==> src/hdl/sltc_regs.svh <==
// Notes on behaviour
// - Eight lane enables per port, successive bytes.
// - Enabled lanes generate and check in test.
// - Disabled lanes ignore input, transmit held quiet.
// - Enables have no effect outside test mode.
// - All lane enables reset to ones.
// - Invert selected lane's transmit stream, any mode.
// - Write one starts every generator's resync when mode needs sync.
// - Write one starts every checker's resync when mode needs sync.
// - Resync bits are triggers, read zero.
// - Failure set: test mode, lane enabled, error.
// - Failures reset zero, sticky, write-one clears.
`ifndef SLTC_REGS_SVH
`define SLTC_REGS_SVH
`define SLTC_CTRL_OFS     12'h0bc
`define SLTC_FAIL_OFS     12'h0c0
`define SLTC_IMASK_OFS    12'h0d0
`define SLTC_SEL_OFS      12'h0d4
`define SLTC_MODE_OFS     12'h0d8
`define SLTC_INV_BIT      24
`define SLTC_TX_RESYNC_TRIGGER_BIT     25
`define SLTC_RX_RESYNC_TRIGGER_BIT     26
`define SLTC_EN_RST       24'hffffff
`define SLTC_FAIL_RST     24'h000000
`define SLTC_INV_RST      1'b0
`define SLTC_MASK_RST     24'h000000
`define SLTC_LSEL_RST     3'h0
`define SLTC_PSEL_RST     2'h0
`define SLTC_ADDR_W       12
`endif

==> src/hdl/sltc_pkg.sv <==
package sltc_pkg;
  // Lane vector over three ports, one byte per port
  typedef logic [23:0] sltc_lanes_t;
  // Test mode indications from the mode selector
  typedef struct packed {
    logic test_mode;   // Any serial-lane test mode active
    logic needs_sync;  // Current test mode needs synchronisation
  } sltc_mode_s;
  // Per-lane outputs toward generators and checkers
  typedef struct packed {
    sltc_lanes_t participate; // Lane generates and checks
    sltc_lanes_t rx_ignore;   // Lane input ignored
    sltc_lanes_t tx_quiet;    // Lane transmit held quiescent
    sltc_lanes_t tx_invert;   // Lane transmit inverted
    logic        tx_resync;   // Pulse: generators resync
    logic        rx_resync;   // Pulse: checkers resync
  } sltc_lane_ctl_s;
endpackage : sltc_pkg

==> src/hdl/sltc_top.sv <==
// Design decision made here: the Wishbone interface to the registers.
`timescale 1ns/1ps
`include "sltc_regs.svh"
module sltc_top (
  // Clock and reset
  input  wire logic                    clk_i,
  input  wire logic                    rst_i,
  // Wishbone slave
  input  wire logic                    wb_cyc_i,
  input  wire logic                    wb_stb_i,
  input  wire logic                    wb_we_i,
  input  wire logic [11:0]             wb_adr_i,
  input  wire logic [3:0]              wb_sel_i,
  input  wire logic [31:0]             wb_dat_i,
  output logic      [31:0]             wb_dat_o,
  output logic                         wb_ack_o,
  // Mode and lane errors
  input  wire sltc_pkg::sltc_mode_s    mode_i,
  input  wire sltc_pkg::sltc_lanes_t   lane_err_i,
  // Lane control and interrupt
  output sltc_pkg::sltc_lane_ctl_s     lane_ctl_o,
  output logic                         irq_o
);
  // Register state
  sltc_pkg::sltc_lanes_t lane_en, next_lane_en;     // Lane enables
  logic                  invert, next_invert;       // Invert control
  sltc_pkg::sltc_lanes_t fail, next_fail;           // Sticky failures
  sltc_pkg::sltc_lanes_t imask, next_imask;         // Interrupt mask
  logic [2:0]            lsel, next_lsel;           // Count lane select zero
  logic [1:0]            psel, next_psel;           // Count port select zero
  logic [31:0]           rdata, next_rdata;         // Read data
  logic                  ack, next_ack;             // Bus acknowledge
  sltc_pkg::sltc_lane_ctl_s ctl, next_ctl;          // Lane control flops
  logic                  irq, next_irq;             // Interrupt flop

  // Byte-lane write merge
  function automatic logic [31:0] merge(input logic [31:0] old, input logic [31:0] nw,
                                        input logic [3:0] sel);
    logic [31:0] r;
    r = old;
    for (int b = 0; b < 4; b++) begin
      if (sel[b]) begin
        r[b*8 +: 8] = nw[b*8 +: 8];
      end
    end
    return r;
  endfunction : merge

  // Bus request handshake helpers
  logic req;      // New request this cycle
  logic wr;       // Write strobe on the accept edge
  logic [31:0] wmask; // Byte enable mask
  assign req   = wb_cyc_i && wb_stb_i && !ack;
  assign wr    = req && wb_we_i;
  assign wmask = {{8{wb_sel_i[3]}}, {8{wb_sel_i[2]}}, {8{wb_sel_i[1]}}, {8{wb_sel_i[0]}}};

  // Write decode: a taken write aimed at one register offset
  function automatic logic wr_hit(input logic        w,
                                  input logic [11:0] adr,
                                  input logic [11:0] ofs);
    return w && (adr == ofs);
  endfunction : wr_hit

  // One-hot lane vector for a port and lane select
  function automatic sltc_pkg::sltc_lanes_t lane_onehot(input logic [1:0] p,
                                                         input logic [2:0] l);
    sltc_pkg::sltc_lanes_t v; // Result vector
    v = 24'h0;
    // Reserved port select points at no lane at all
    if (p != 2'h3) begin
      v[{p, l}] = 1'b1; // Bit 8*port+lane
    end
    return v;
  endfunction : lane_onehot

  // Bus answer next-state: every taken request is answered one cycle later
  always_comb begin
    next_ack   = req;   // Single-cycle acknowledge, never stretched
    next_rdata = rdata; // Read data holds between requests
    // Read mux; resync and reserved bits read zero
    if (req) begin
      unique case (wb_adr_i)
        `SLTC_CTRL_OFS: begin
          next_rdata = {7'h0, invert, lane_en};
        end
        `SLTC_FAIL_OFS: begin
          next_rdata = {8'h0, fail};
        end
        `SLTC_IMASK_OFS: begin
          next_rdata = {8'h0, imask}; // Interrupt mask readback
        end
        `SLTC_SEL_OFS: begin
          next_rdata = {27'h0, psel, lsel}; // Lane and port select readback
        end
        `SLTC_MODE_OFS: begin
          next_rdata = {30'h0, mode_i.needs_sync, mode_i.test_mode}; // Mode readback
        end
        default: begin
          next_rdata = 32'h0; // Unmapped offsets read zero
        end
      endcase
    end
  end

  // Bus answer flops
  always_ff @(posedge clk_i) begin
    if (rst_i) begin
      ack   <= 1'b0;  // Nothing pending after reset
      rdata <= 32'h0; // Read data cleared
    end else begin
      ack   <= next_ack;
      rdata <= next_rdata;
    end
  end

  // Control register next-state: enables and invert, merged per byte lane
  always_comb begin
    logic [31:0] m; // Merged control word
    m            = merge({7'h0, invert, lane_en}, wb_dat_i, wb_sel_i);
    next_lane_en = lane_en; // Hold unless written
    next_invert  = invert;  // Hold unless written
    // Resync and reserved bits of the merged word are simply dropped
    if (wr_hit(wr, wb_adr_i, `SLTC_CTRL_OFS)) begin
      next_lane_en = m[23:0];
      next_invert  = m[`SLTC_INV_BIT];
    end
  end

  // Control register flops
  always_ff @(posedge clk_i) begin
    if (rst_i) begin
      lane_en <= `SLTC_EN_RST;
      invert  <= `SLTC_INV_RST; // Inversion off after reset
    end else begin
      lane_en <= next_lane_en;
      invert  <= next_invert;
    end
  end

  // Failure flags next-state: clear applied first, new errors after it
  always_comb begin
    sltc_pkg::sltc_lanes_t clr_now; // Write-one clear pattern
    sltc_pkg::sltc_lanes_t hit_now; // Errors that count this cycle
    clr_now = 24'h0;
    // Only written ones in enabled byte lanes clear; zeros leave flags alone
    if (wr_hit(wr, wb_adr_i, `SLTC_FAIL_OFS)) begin
      clr_now = wb_dat_i[23:0] & wmask[23:0];
    end
    // An error counts only in test mode and on an enabled lane
    hit_now   = lane_err_i & lane_en & {24{mode_i.test_mode}};
    // Set wins over a clear in the same cycle so no error is lost
    next_fail = (fail & ~clr_now) | hit_now;
  end

  // Failure flag flops
  always_ff @(posedge clk_i) begin
    if (rst_i) begin
      fail <= `SLTC_FAIL_RST;
    end else begin
      fail <= next_fail;
    end
  end

  // Interrupt mask next-state: a one lets that lane's flag raise the interrupt
  always_comb begin
    logic [31:0] m; // Merged mask word
    m          = merge({8'h0, imask}, wb_dat_i, wb_sel_i);
    next_imask = imask; // Hold unless written
    if (wr_hit(wr, wb_adr_i, `SLTC_IMASK_OFS)) begin
      next_imask = m[23:0]; // Upper byte is reserved and dropped
    end
  end

  // Interrupt mask flops
  always_ff @(posedge clk_i) begin
    if (rst_i) begin
      imask <= `SLTC_MASK_RST; // All lanes masked out after reset
    end else begin
      imask <= next_imask;
    end
  end

  // Lane and port select next-state: chooses the lane that invert acts on
  always_comb begin
    logic [31:0] m; // Merged select word
    m         = merge({27'h0, psel, lsel}, wb_dat_i, wb_sel_i);
    next_lsel = lsel; // Hold unless written
    next_psel = psel; // Hold unless written
    if (wr_hit(wr, wb_adr_i, `SLTC_SEL_OFS)) begin
      next_lsel = m[2:0]; // Lane within the port
      next_psel = m[4:3]; // Port, three means none
    end
  end

  // Lane and port select flops
  always_ff @(posedge clk_i) begin
    if (rst_i) begin
      lsel <= `SLTC_LSEL_RST; // Lane zero
      psel <= `SLTC_PSEL_RST; // First port
    end else begin
      lsel <= next_lsel;
      psel <= next_psel;
    end
  end

  // Lane control next-state
  always_comb begin
    logic ctrl_wr; // Top byte of the control word written this cycle
    ctrl_wr = wr_hit(wr, wb_adr_i, `SLTC_CTRL_OFS) && wb_sel_i[3];
    // Enables matter only in test mode
    if (mode_i.test_mode) begin
      next_ctl.participate = lane_en;
      next_ctl.rx_ignore   = ~lane_en;
      next_ctl.tx_quiet    = ~lane_en;
    end else begin
      next_ctl.participate = 24'h0;
      next_ctl.rx_ignore   = 24'h0;
      next_ctl.tx_quiet    = 24'h0;
    end
    // Invert acts in every mode, on the selected lane only
    if (invert) begin
      next_ctl.tx_invert = lane_onehot(psel, lsel);
    end else begin
      next_ctl.tx_invert = 24'h0; // Inversion off
    end
    // Resync triggers are one-cycle pulses, never stored, so they read zero
    next_ctl.tx_resync = ctrl_wr && wb_dat_i[`SLTC_TX_RESYNC_TRIGGER_BIT] && mode_i.needs_sync;
    next_ctl.rx_resync = ctrl_wr && wb_dat_i[`SLTC_RX_RESYNC_TRIGGER_BIT] && mode_i.needs_sync;
  end

  // Lane control flops
  always_ff @(posedge clk_i) begin
    if (rst_i) begin
      ctl <= '0; // All lanes idle, no pulses
    end else begin
      ctl <= next_ctl;
    end
  end

  // Interrupt next-state: level while any unmasked flag is set
  always_comb begin
    // Uses the next flag value so the interrupt rises with the flag
    next_irq = |(next_fail & imask);
  end

  // Interrupt flop
  always_ff @(posedge clk_i) begin
    if (rst_i) begin
      irq <= 1'b0; // Quiet after reset
    end else begin
      irq <= next_irq;
    end
  end

  // Outputs straight from flops
  assign wb_dat_o   = rdata;
  assign wb_ack_o   = ack;
  assign lane_ctl_o = ctl;
  assign irq_o      = irq;
endmodule : sltc_top

==> config.mk <==
export PLATFORM = sky130hd
export DESIGN_NAME = sltc_top
export DESIGN_NICKNAME = d
export VERILOG_FILES = /design/src/hdl/sltc_pkg.sv /design/src/hdl/sltc_top.sv
export VERILOG_INCLUDE_DIRS = /design/src /design/src/hdl
export SDC_FILE = /design/constraint.sdc
export NUM_CORES = 1
export LEC_CHECK = 0
export BUFFER_PORTS_ARGS = -buffer_cell sky130_fd_sc_hd__buf_2
export CAP_MARGIN = 20
export CORE_MARGIN = 5
export CORE_UTILIZATION = 54
export CTS_CLUSTER_SIZE = 24
export DETAILED_ROUTE_END_ITERATION = 10
export PLACE_DENSITY_LB_ADDON = 0.08
export SLEW_MARGIN = 25
export SYNTH_ARGS = -nofsm -noshare
export SYNTH_HDL_FRONTEND = slang
export SYNTH_SLANG_ARGS = --single-unit
==> constraint.sdc <==
create_clock -name clk_i -period 3.8 [get_ports clk_i]
set_input_delay 0.76 -clock clk_i [delete_from_list [all_inputs] [get_ports clk_i]]
set_output_delay 0.76 -clock clk_i [all_outputs]
set_load 0.02 [all_outputs]
# == After elaboration in Yosys (flattened, before gate mapping) ==
# Index checks and enable logic that the tools add are counted.
# totals
word_cells,66
out_inout_bits,132
ff_bits,186
in_bits,79
# classes
mux,4
eq_ne,6
n_lt_le_gt_ge,2
reduce_logical,25
bitwise,11
# ops
cell,n
one-hot mux 25 bit (5 select lines),1
bitwise AND 24 bit,5
equality test 12 x 8 -> 1 bit (second input constant),5
NOT 24 bit,2
2-to-1 mux 24 bit,1
bitwise OR 24 bit,1
OR reduction 24 bit,1
AND reduction 2 bit,8
logical AND 1 bit,13
less-than comparator 5 x 6 -> 1 bit (second input constant),1
demux 1 bit (select 5 bit),1
greater-or-equal comparator 5 x 1 -> 1 bit (second input constant),1
NOT 1 bit,3
OR reduction 3 bit,1
inequality test 2 bit (second input constant),1
OR reduction 2 bit,1
logical NOT 1 bit,1
2-to-1 mux 1 bit,1

# == Longest topological paths before layout ==
# Gate-level depths: netlist of run 1.
# logic_depth
depth_word,10
mapped_depth,9
mapped_depth_nobuf,7

# == Least setup slack after synthesis of run 1 ==
# OpenSTA, ideal clock, no wires.
# synth_path
kind,input port to flip-flop
start,input port wb_adr_i[2]
end,register irq (netlist: irq_o)
t_arrival_ns,2.541
setup_ns,0.125
path_slack_ns,1.134
path_stages,9
path_cell_list,buf_6 nor4b_2 and4_1 buf_6 a31oi_1 o21ai_0 nand4_1 a2111o_1 o41a_1
# synth_via
elab_chain_len,8
# synth_lines
element,line,text
from (decl),sltc_top.sv:12,"input wire logic [11:0] wb_adr_i,"
equality test 12 x 8 -> 1 bit,sltc_top.sv:61,return w && (adr == ofs);
logical AND 1 bit,sltc_top.sv:61,
2-to-1 mux 24 bit,sltc_top.sv:146,"if (wr_hit(wr, wb_adr_i, `SLTC_FAIL_OFS)) begin"
NOT 24 bit,sltc_top.sv:152,next_fail = (fail & ~clr_now) | hit_now;
bitwise AND 24 bit,sltc_top.sv:152,
bitwise OR 24 bit,sltc_top.sv:152,
bitwise AND 24 bit,sltc_top.sv:243,next_irq = |(next_fail & imask);
OR reduction 24 bit,sltc_top.sv:243,
to (signal assigned),sltc_top.sv:251,irq <= next_irq;
to (decl),sltc_top.sv:34,"logic irq, next_irq;"
# No other way between the ends.
# A chain may end at the register's enable or synchronous reset.

# == Worst setup path after layout of run 1 ==
# layout_path
start,input port wb_adr_i[9]
end,register irq (netlist: irq_o)
# Same word-level chain as after synthesis.

==> results of run 1 <==
-- through the flow --
stage	utilization, %	total power, mW
2_1_floorplan	-	2.09
3_3_place_gp	63.4	2.17
3_5_place_dp	63.4	2.18
4_1_cts	68.0	3.80
5_1_grt	68.1	3.92
6_report	68.1	3.79
-- cell usage in the layout, fill, tap and decap left out, drive strengths merged, types with 4 or more instances in the layout --
| cell | instances |
|---|---|
| dfxtp | 179 |
| a22oi | 7 |
| a222oi | 21 |
| and2 | 28 |
| nor2 | 148 |
| and3 | 13 |
| nand2 | 54 |
| o21ai | 17 |
| nand3 | 48 |
| a21oi | 34 |
| inv | 13 |
| mux2i | 37 |
| nand4 | 6 |
| clkbuf | 21 |
| nor2b | 5 |
| a32oi | 5 |
| clkinvlp | 7 |
| a31oi | 6 |
| buf | 211 |
| o21a | 4 |
| a21boi | 4 |
| conb | 7 |
-- cell families (layout without fill, tap and decap cells) --
kind of cell	Yosys count	after routing	share of synthesized area [%]
AND/OR/NAND/NOR	326	326	23.1
flip-flops	179	179	53.2
AO/OA/AOI/OAI	111	111	11.5
buffers and inverters	84	255	6.70
multiplexers	37	37	5.49
other	1	10	0.0556
-- how the worst max path moves through the flow --
stage | endpoint | slack [ns] | cells after the start
6_report | irq_o | 0.71 | 8
5_1_grt | irq_o | 0.56 | 8
4_1_cts | irq_o | 0.77 | 8
3_5_place_dp | irq_o | 0.32 | 8
3_3_place_gp | irq_o | 0.39 | 8
2_1_floorplan | irq_o | 1.13 | 9
-- layer usage --
metal,part of all wire [%],vias to the layer above,wire length [um]
met4,2.3,2,451
met5,0.061,-,12
met3,9.8,43,1930
li1,-,2851,-
met2,48,346,9360
met1,40,2803,7890
-- power breakdown --
part / internal (mW) / switching, mW
clock: 0.937 / 0.717
combinational: 0.0749 / 0.141
sequential: 1.91 / 0.0139
-- worst max-delay path, cell delays in order --
cell and delay, ns:
buf_2 0.11, nor4_4 0.41, and4_1 0.58, and2_0 0.49
a21boi_0 0.19, o21ai_0 0.26, o2111ai_1 0.20, o41a_1 0.40
-- layout make-up --
cell class	count	share of cell area, %
tap	168	2.55
clock inverter	11	1.27
timing repair buffer	211	13.2
sequential	179	43.4
clock buffer	21	5.58
antenna	3	0.0910
inverter	12	0.546
multi-input combinational	481	33.3
-- registers in the layout, summed over array words and instances (netlist names), 2 cells and up --
register    cells
psel            2
lane_ctl_o     74
imask          24
lsel            3
lane_en        24
wb_dat_o       25
fail           24
==> reports/metrics.cfg, run 1 <==
[pwr]
power_density_nw_per_um2 = 460
leakage_nw = 3.77
vdd.ir_drop.worst_mv = 0.239

[clock_tree]
post-cts-setup-buffer-count = 0
cts_htree_levels = 4
max-clock-path-buffers = 2
cts_resized = 0
cts_sinks = 179
cts_tree = done
clk_latency_ns = 0.43
clkTransAtPathRegs_ns = 0.06
cts_buffers = 17
hold_buffers = 0
clock-root-buffer = clkbuf_16

[yosys]
synthArstFlopShare_pct = 0
synth_cell_types = 52
synth_top_area_share_pct = 53.2
ys_seq_area_share_pct = 53.2
synth_seq_cells = 179
ys_dominant_reg_cell = dfxtp_1
syn_avg_cell_area_um2 = 9.13
yosysTopAreaCell = dfxtp_1
synth.most_common_cell = dfxtp_1
netlist_area_um2 = 6740
yosys_warnings = 0
synth_common_cells = dfxtp_1, nor2_1, nand2_1
synth_area_leaders = dfxtp_1, nor2_1, mux2i_1
synth_edf_count = 0
syn_inst = 738

[cells_and_area]
multiInputGateArea_um2 = 2750
fin_cells = 1086
ff_latch_area_um2 = 3580
fin_area_um2 = 8250
areaGrowthSynthToFinish_pct = 22.4
drive_gt1_share_pct = 28.0
fillCellCount = 1007
final_nets = 981

[placement]
gp_congestion = 0.902
place_ws_ns = 0.318
io_buffers = 198
place_inst = 1051
dp_hpwl_um = 13700
place_area_um2 = 7670

[worst_setup_path]
critPathRequiredTime_ns = 4.11
critPathLaunch = wb_adr_i[9]
start_kind = input port
endpoint_kind = register
path_class = input port to register
r2r_slack_ns = 1.01
r2r_cells = 7
cp_max_fo = 9
cp.arrival_ns = 3.40
r2r_start = wb_ack_o
rr_endpoint = irq_o

[die]
rows = 40
coreArea_um2 = 12100
chipHeight_um = 122
start_util_pct = 55.7
die_x_um = 122
die_area_um2 = 14800
pin_count = 211

[route]
drt_iter0_markers = 511
avgViaCountPerCell = 5.57
drc = 0
wl_per_cell_um = 18.1
firstDrtPassIters = 7
routed_wl_um = 19600
vias = 6045
ant_nets = 0

[grt]
overflow = 0
grt_pass1_vias = 6012
busiest_layer = met2
grt_max_degree = 77
met1_usage_pct = 32.8
grt_util_all_layers_pct = 26.3
grt_pass1_wl_um = 30500
grtUsageMet2_pct = 42.8
antenna_found_initial = 3
met3_usage_pct = 7.38

[sta]
maxSlewHeadroom_pct = 35.0
fin_ws_ns = 0.707
hold_slack_ns = 0.471
fin_setup_tns_ns = 0
worst_pin_slew_ns = 0.971
finalCritPeriodShare_pct = 81.4
setup_viol = 0
fmax_ghz = 0.323
min_period_ns = 3.09
hold_violations = 0
rsz0062_at_grt = false
finClkSkew_ns = 0.00969
slew_viol_final = 0

[worst_hold_path]
hold_path.class = register to register
hp-start = lane_en[14]
min_delay_path_depth = 1
hold_end = lane_ctl_o[40]

[status]
outcome = complete, no violations

[run]
max_cap_viol_count = 0

No activity file was read; power rests on OpenSTA's default activity.
==> run 2: changes to the inputs <==
--- a/config.mk
+++ b/config.mk
@@ -9,7 +9,7 @@
 export BUFFER_PORTS_ARGS = -buffer_cell sky130_fd_sc_hd__buf_2
 export CAP_MARGIN = 20
 export CORE_MARGIN = 5
-export CORE_UTILIZATION = 54
+export CORE_UTILIZATION = 51
 export CTS_CLUSTER_SIZE = 24
 export DETAILED_ROUTE_END_ITERATION = 10
 export PLACE_DENSITY_LB_ADDON = 0.08
==> constraint.sdc (replaced) <==
create_clock -name clk_i -period 3.1 [get_ports clk_i]
set_input_delay 0.62 -clock clk_i [delete_from_list [all_inputs] [get_ports clk_i]]
set_output_delay 0.62 -clock clk_i [all_outputs]
set_load 0.02 [all_outputs]
==> reports/metrics.cfg, run 2 (synthesis gave the netlist of run 1 again) <==
[grt]
antenna_found_initial = 0
grt_util_all_layers_pct = 24.5
overflow = 0
grt_pass1_vias = 5945
grt_max_degree = 43
grt_pass1_wl_um = 30800

[worst_setup_path]
cp_max_fo = 10
critPathLaunch = wb_adr_i[1]
crit_path_top_delay_cell = nor4b_2
path_cells = buf_2, nor4b_2, and4_1, buf_12, a31oi_1, o21ai_0, nand4_1, a2111o_1, o41a_1
critPathBufInv = 2
crit_family = compound AO/OA/AOI/OAI gates
start_kind = input port
critPathRequiredTime_ns = 3.41
r2r_start = wb_ack_o
cp.arrival_ns = 3.09
endpoint_kind = register
crit_path_max_incr_delay_ns = 0.42
path_class = input port to register

[placement]
dp_hpwl_um = 13900
io_buffers = 198
gp_congestion = 0.868

[worst_hold_path]
hold_path.class = input port to register
hp-start = wb_dat_i[24]

[sta]
rsz0062_at_grt = false
fmax_ghz = 0.360
min_period_ns = 2.78
finClkSkew_ns = 0.00792
setup_viol = 0
worst_pin_slew_ns = 0.798
slew_viol_final = 0
maxSlewHeadroom_pct = 46.2
finalCritPeriodShare_pct = 89.5
hold_violations = 0
fin_setup_tns_ns = 0

[clock_tree]
clock-root-buffer = clkbuf_16
cts_htree_levels = 4
max-clock-path-buffers = 2
cts_buffers = 17
clk_latency_ns = 0.43
post-cts-setup-buffer-count = 0
hold_buffers = 0
cts_resized = 0
cts_sinks = 179
clkTransAtPathRegs_ns = 0.07
cts_tree = done

[cells_and_area]
final_nets = 989
layout_commonest_cell = buf_2
final_cell_mix = buf_2, dfxtp_1, nor2_1
areaGrowthSynthToFinish_pct = 24.1
utilization_pct = 63.9
diodes = 0
largest_reg_flops = 74
drive_gt1_share_pct = 28.8

[route]
vias = 6036
ant_nets = 0
firstDrtPassIters = 5
drt_iter0_markers = 508
routed_wl_um = 19400
wl_per_cell_um = 17.7
drc = 0
avgViaCountPerCell = 5.49

[die]
die_x_um = 125
chipHeight_um = 125
rows = 42
die_area_um2 = 15600
pin_count = 211
start_util_pct = 51.5
coreArea_um2 = 13100

[run]
max_cap_viol_count = 0

[pwr]
leakage_nw = 3.84
vdd.ir_drop.worst_mv = 0.452
power_density_nw_per_um2 = 575

[status]
outcome = complete, no violations

==> run 2: changes by cell type in the layout (fill, tap and decap cells not counted) <==
cell,delta
buf_12,+1
buf_4,+7
bufinv_16,+1
clkbuf_1,-2
clkbuf_8,-1
clkinv_2,-1
clkinvlp_4,-3
diode_2,-3
inv_6,+3
inv_8,+3
==> run 2: metal layers <==
layer  up-vias  GRT usage, %  wire, um
met5         -             0         0
met4         0          7.33       235
met3        21          6.99      1950
met2       295          39.8      9160
met1      2857          31.8      8080
li1       2863             -         -
==> run 2: path summary, 6_finish.rpt <==
check / endpoint / slack (ns) / cells after the start
max: irq_o / 0.32 / 9
min: invert / 0.44 / 3
max reg2reg: irq_o / 0.41 / 8
min reg2reg: wb_dat_o[24] / 0.46 / 2
==> run 2: power by group <==
| group | total, mW | switching, mW | leakage (nW) | internal (mW) |
|---|---|---|---|---|
| clock network | 2.18 | 0.946 | 0.286 | 1.24 |
| registers | 2.36 | 0.0158 | 1.45 | 2.34 |
| logic | 0.269 | 0.173 | 2.10 | 0.0964 |
| total | 4.81 | 1.14 | 3.84 | 3.67 |
==> run 2: stage by stage <==
step,cells,setup WS (ns),hold slack (ns),cell area [um^2],power [mW]
3_3_place_gp,1067,0.0382,0.450,7760,2.67
4_1_cts,1099,0.380,0.429,8360,4.82
5_1_grt,1099,0.186,0.432,8370,4.97
2_1_floorplan,744,0.574,0.428,6760,2.56
6_report,1099,0.325,0.439,8370,4.81
3_5_place_dp,1067,-0.0442,0.452,7760,2.67
==> run 2: cell type report <==
cell class / count / area, um^2
Timing Repair Buffer: 219 / 1160
Fill cell: 1112 / 4720
Inverter: 12 / 45.0
Clock inverter: 14 / 168
Sequential cell: 179 / 3580
Clock buffer: 18 / 439
Tap cell: 176 / 220
Multi-Input combinational cell: 481 / 2750
==> run 2: worst min-delay path: cells and delay by family <==
family / cells / cell delay, ns
buffers and inverters: 1 / 0.09
AND/OR/NAND/NOR: 1 / 0.06
AO/OA/AOI/OAI: 1 / 0.05
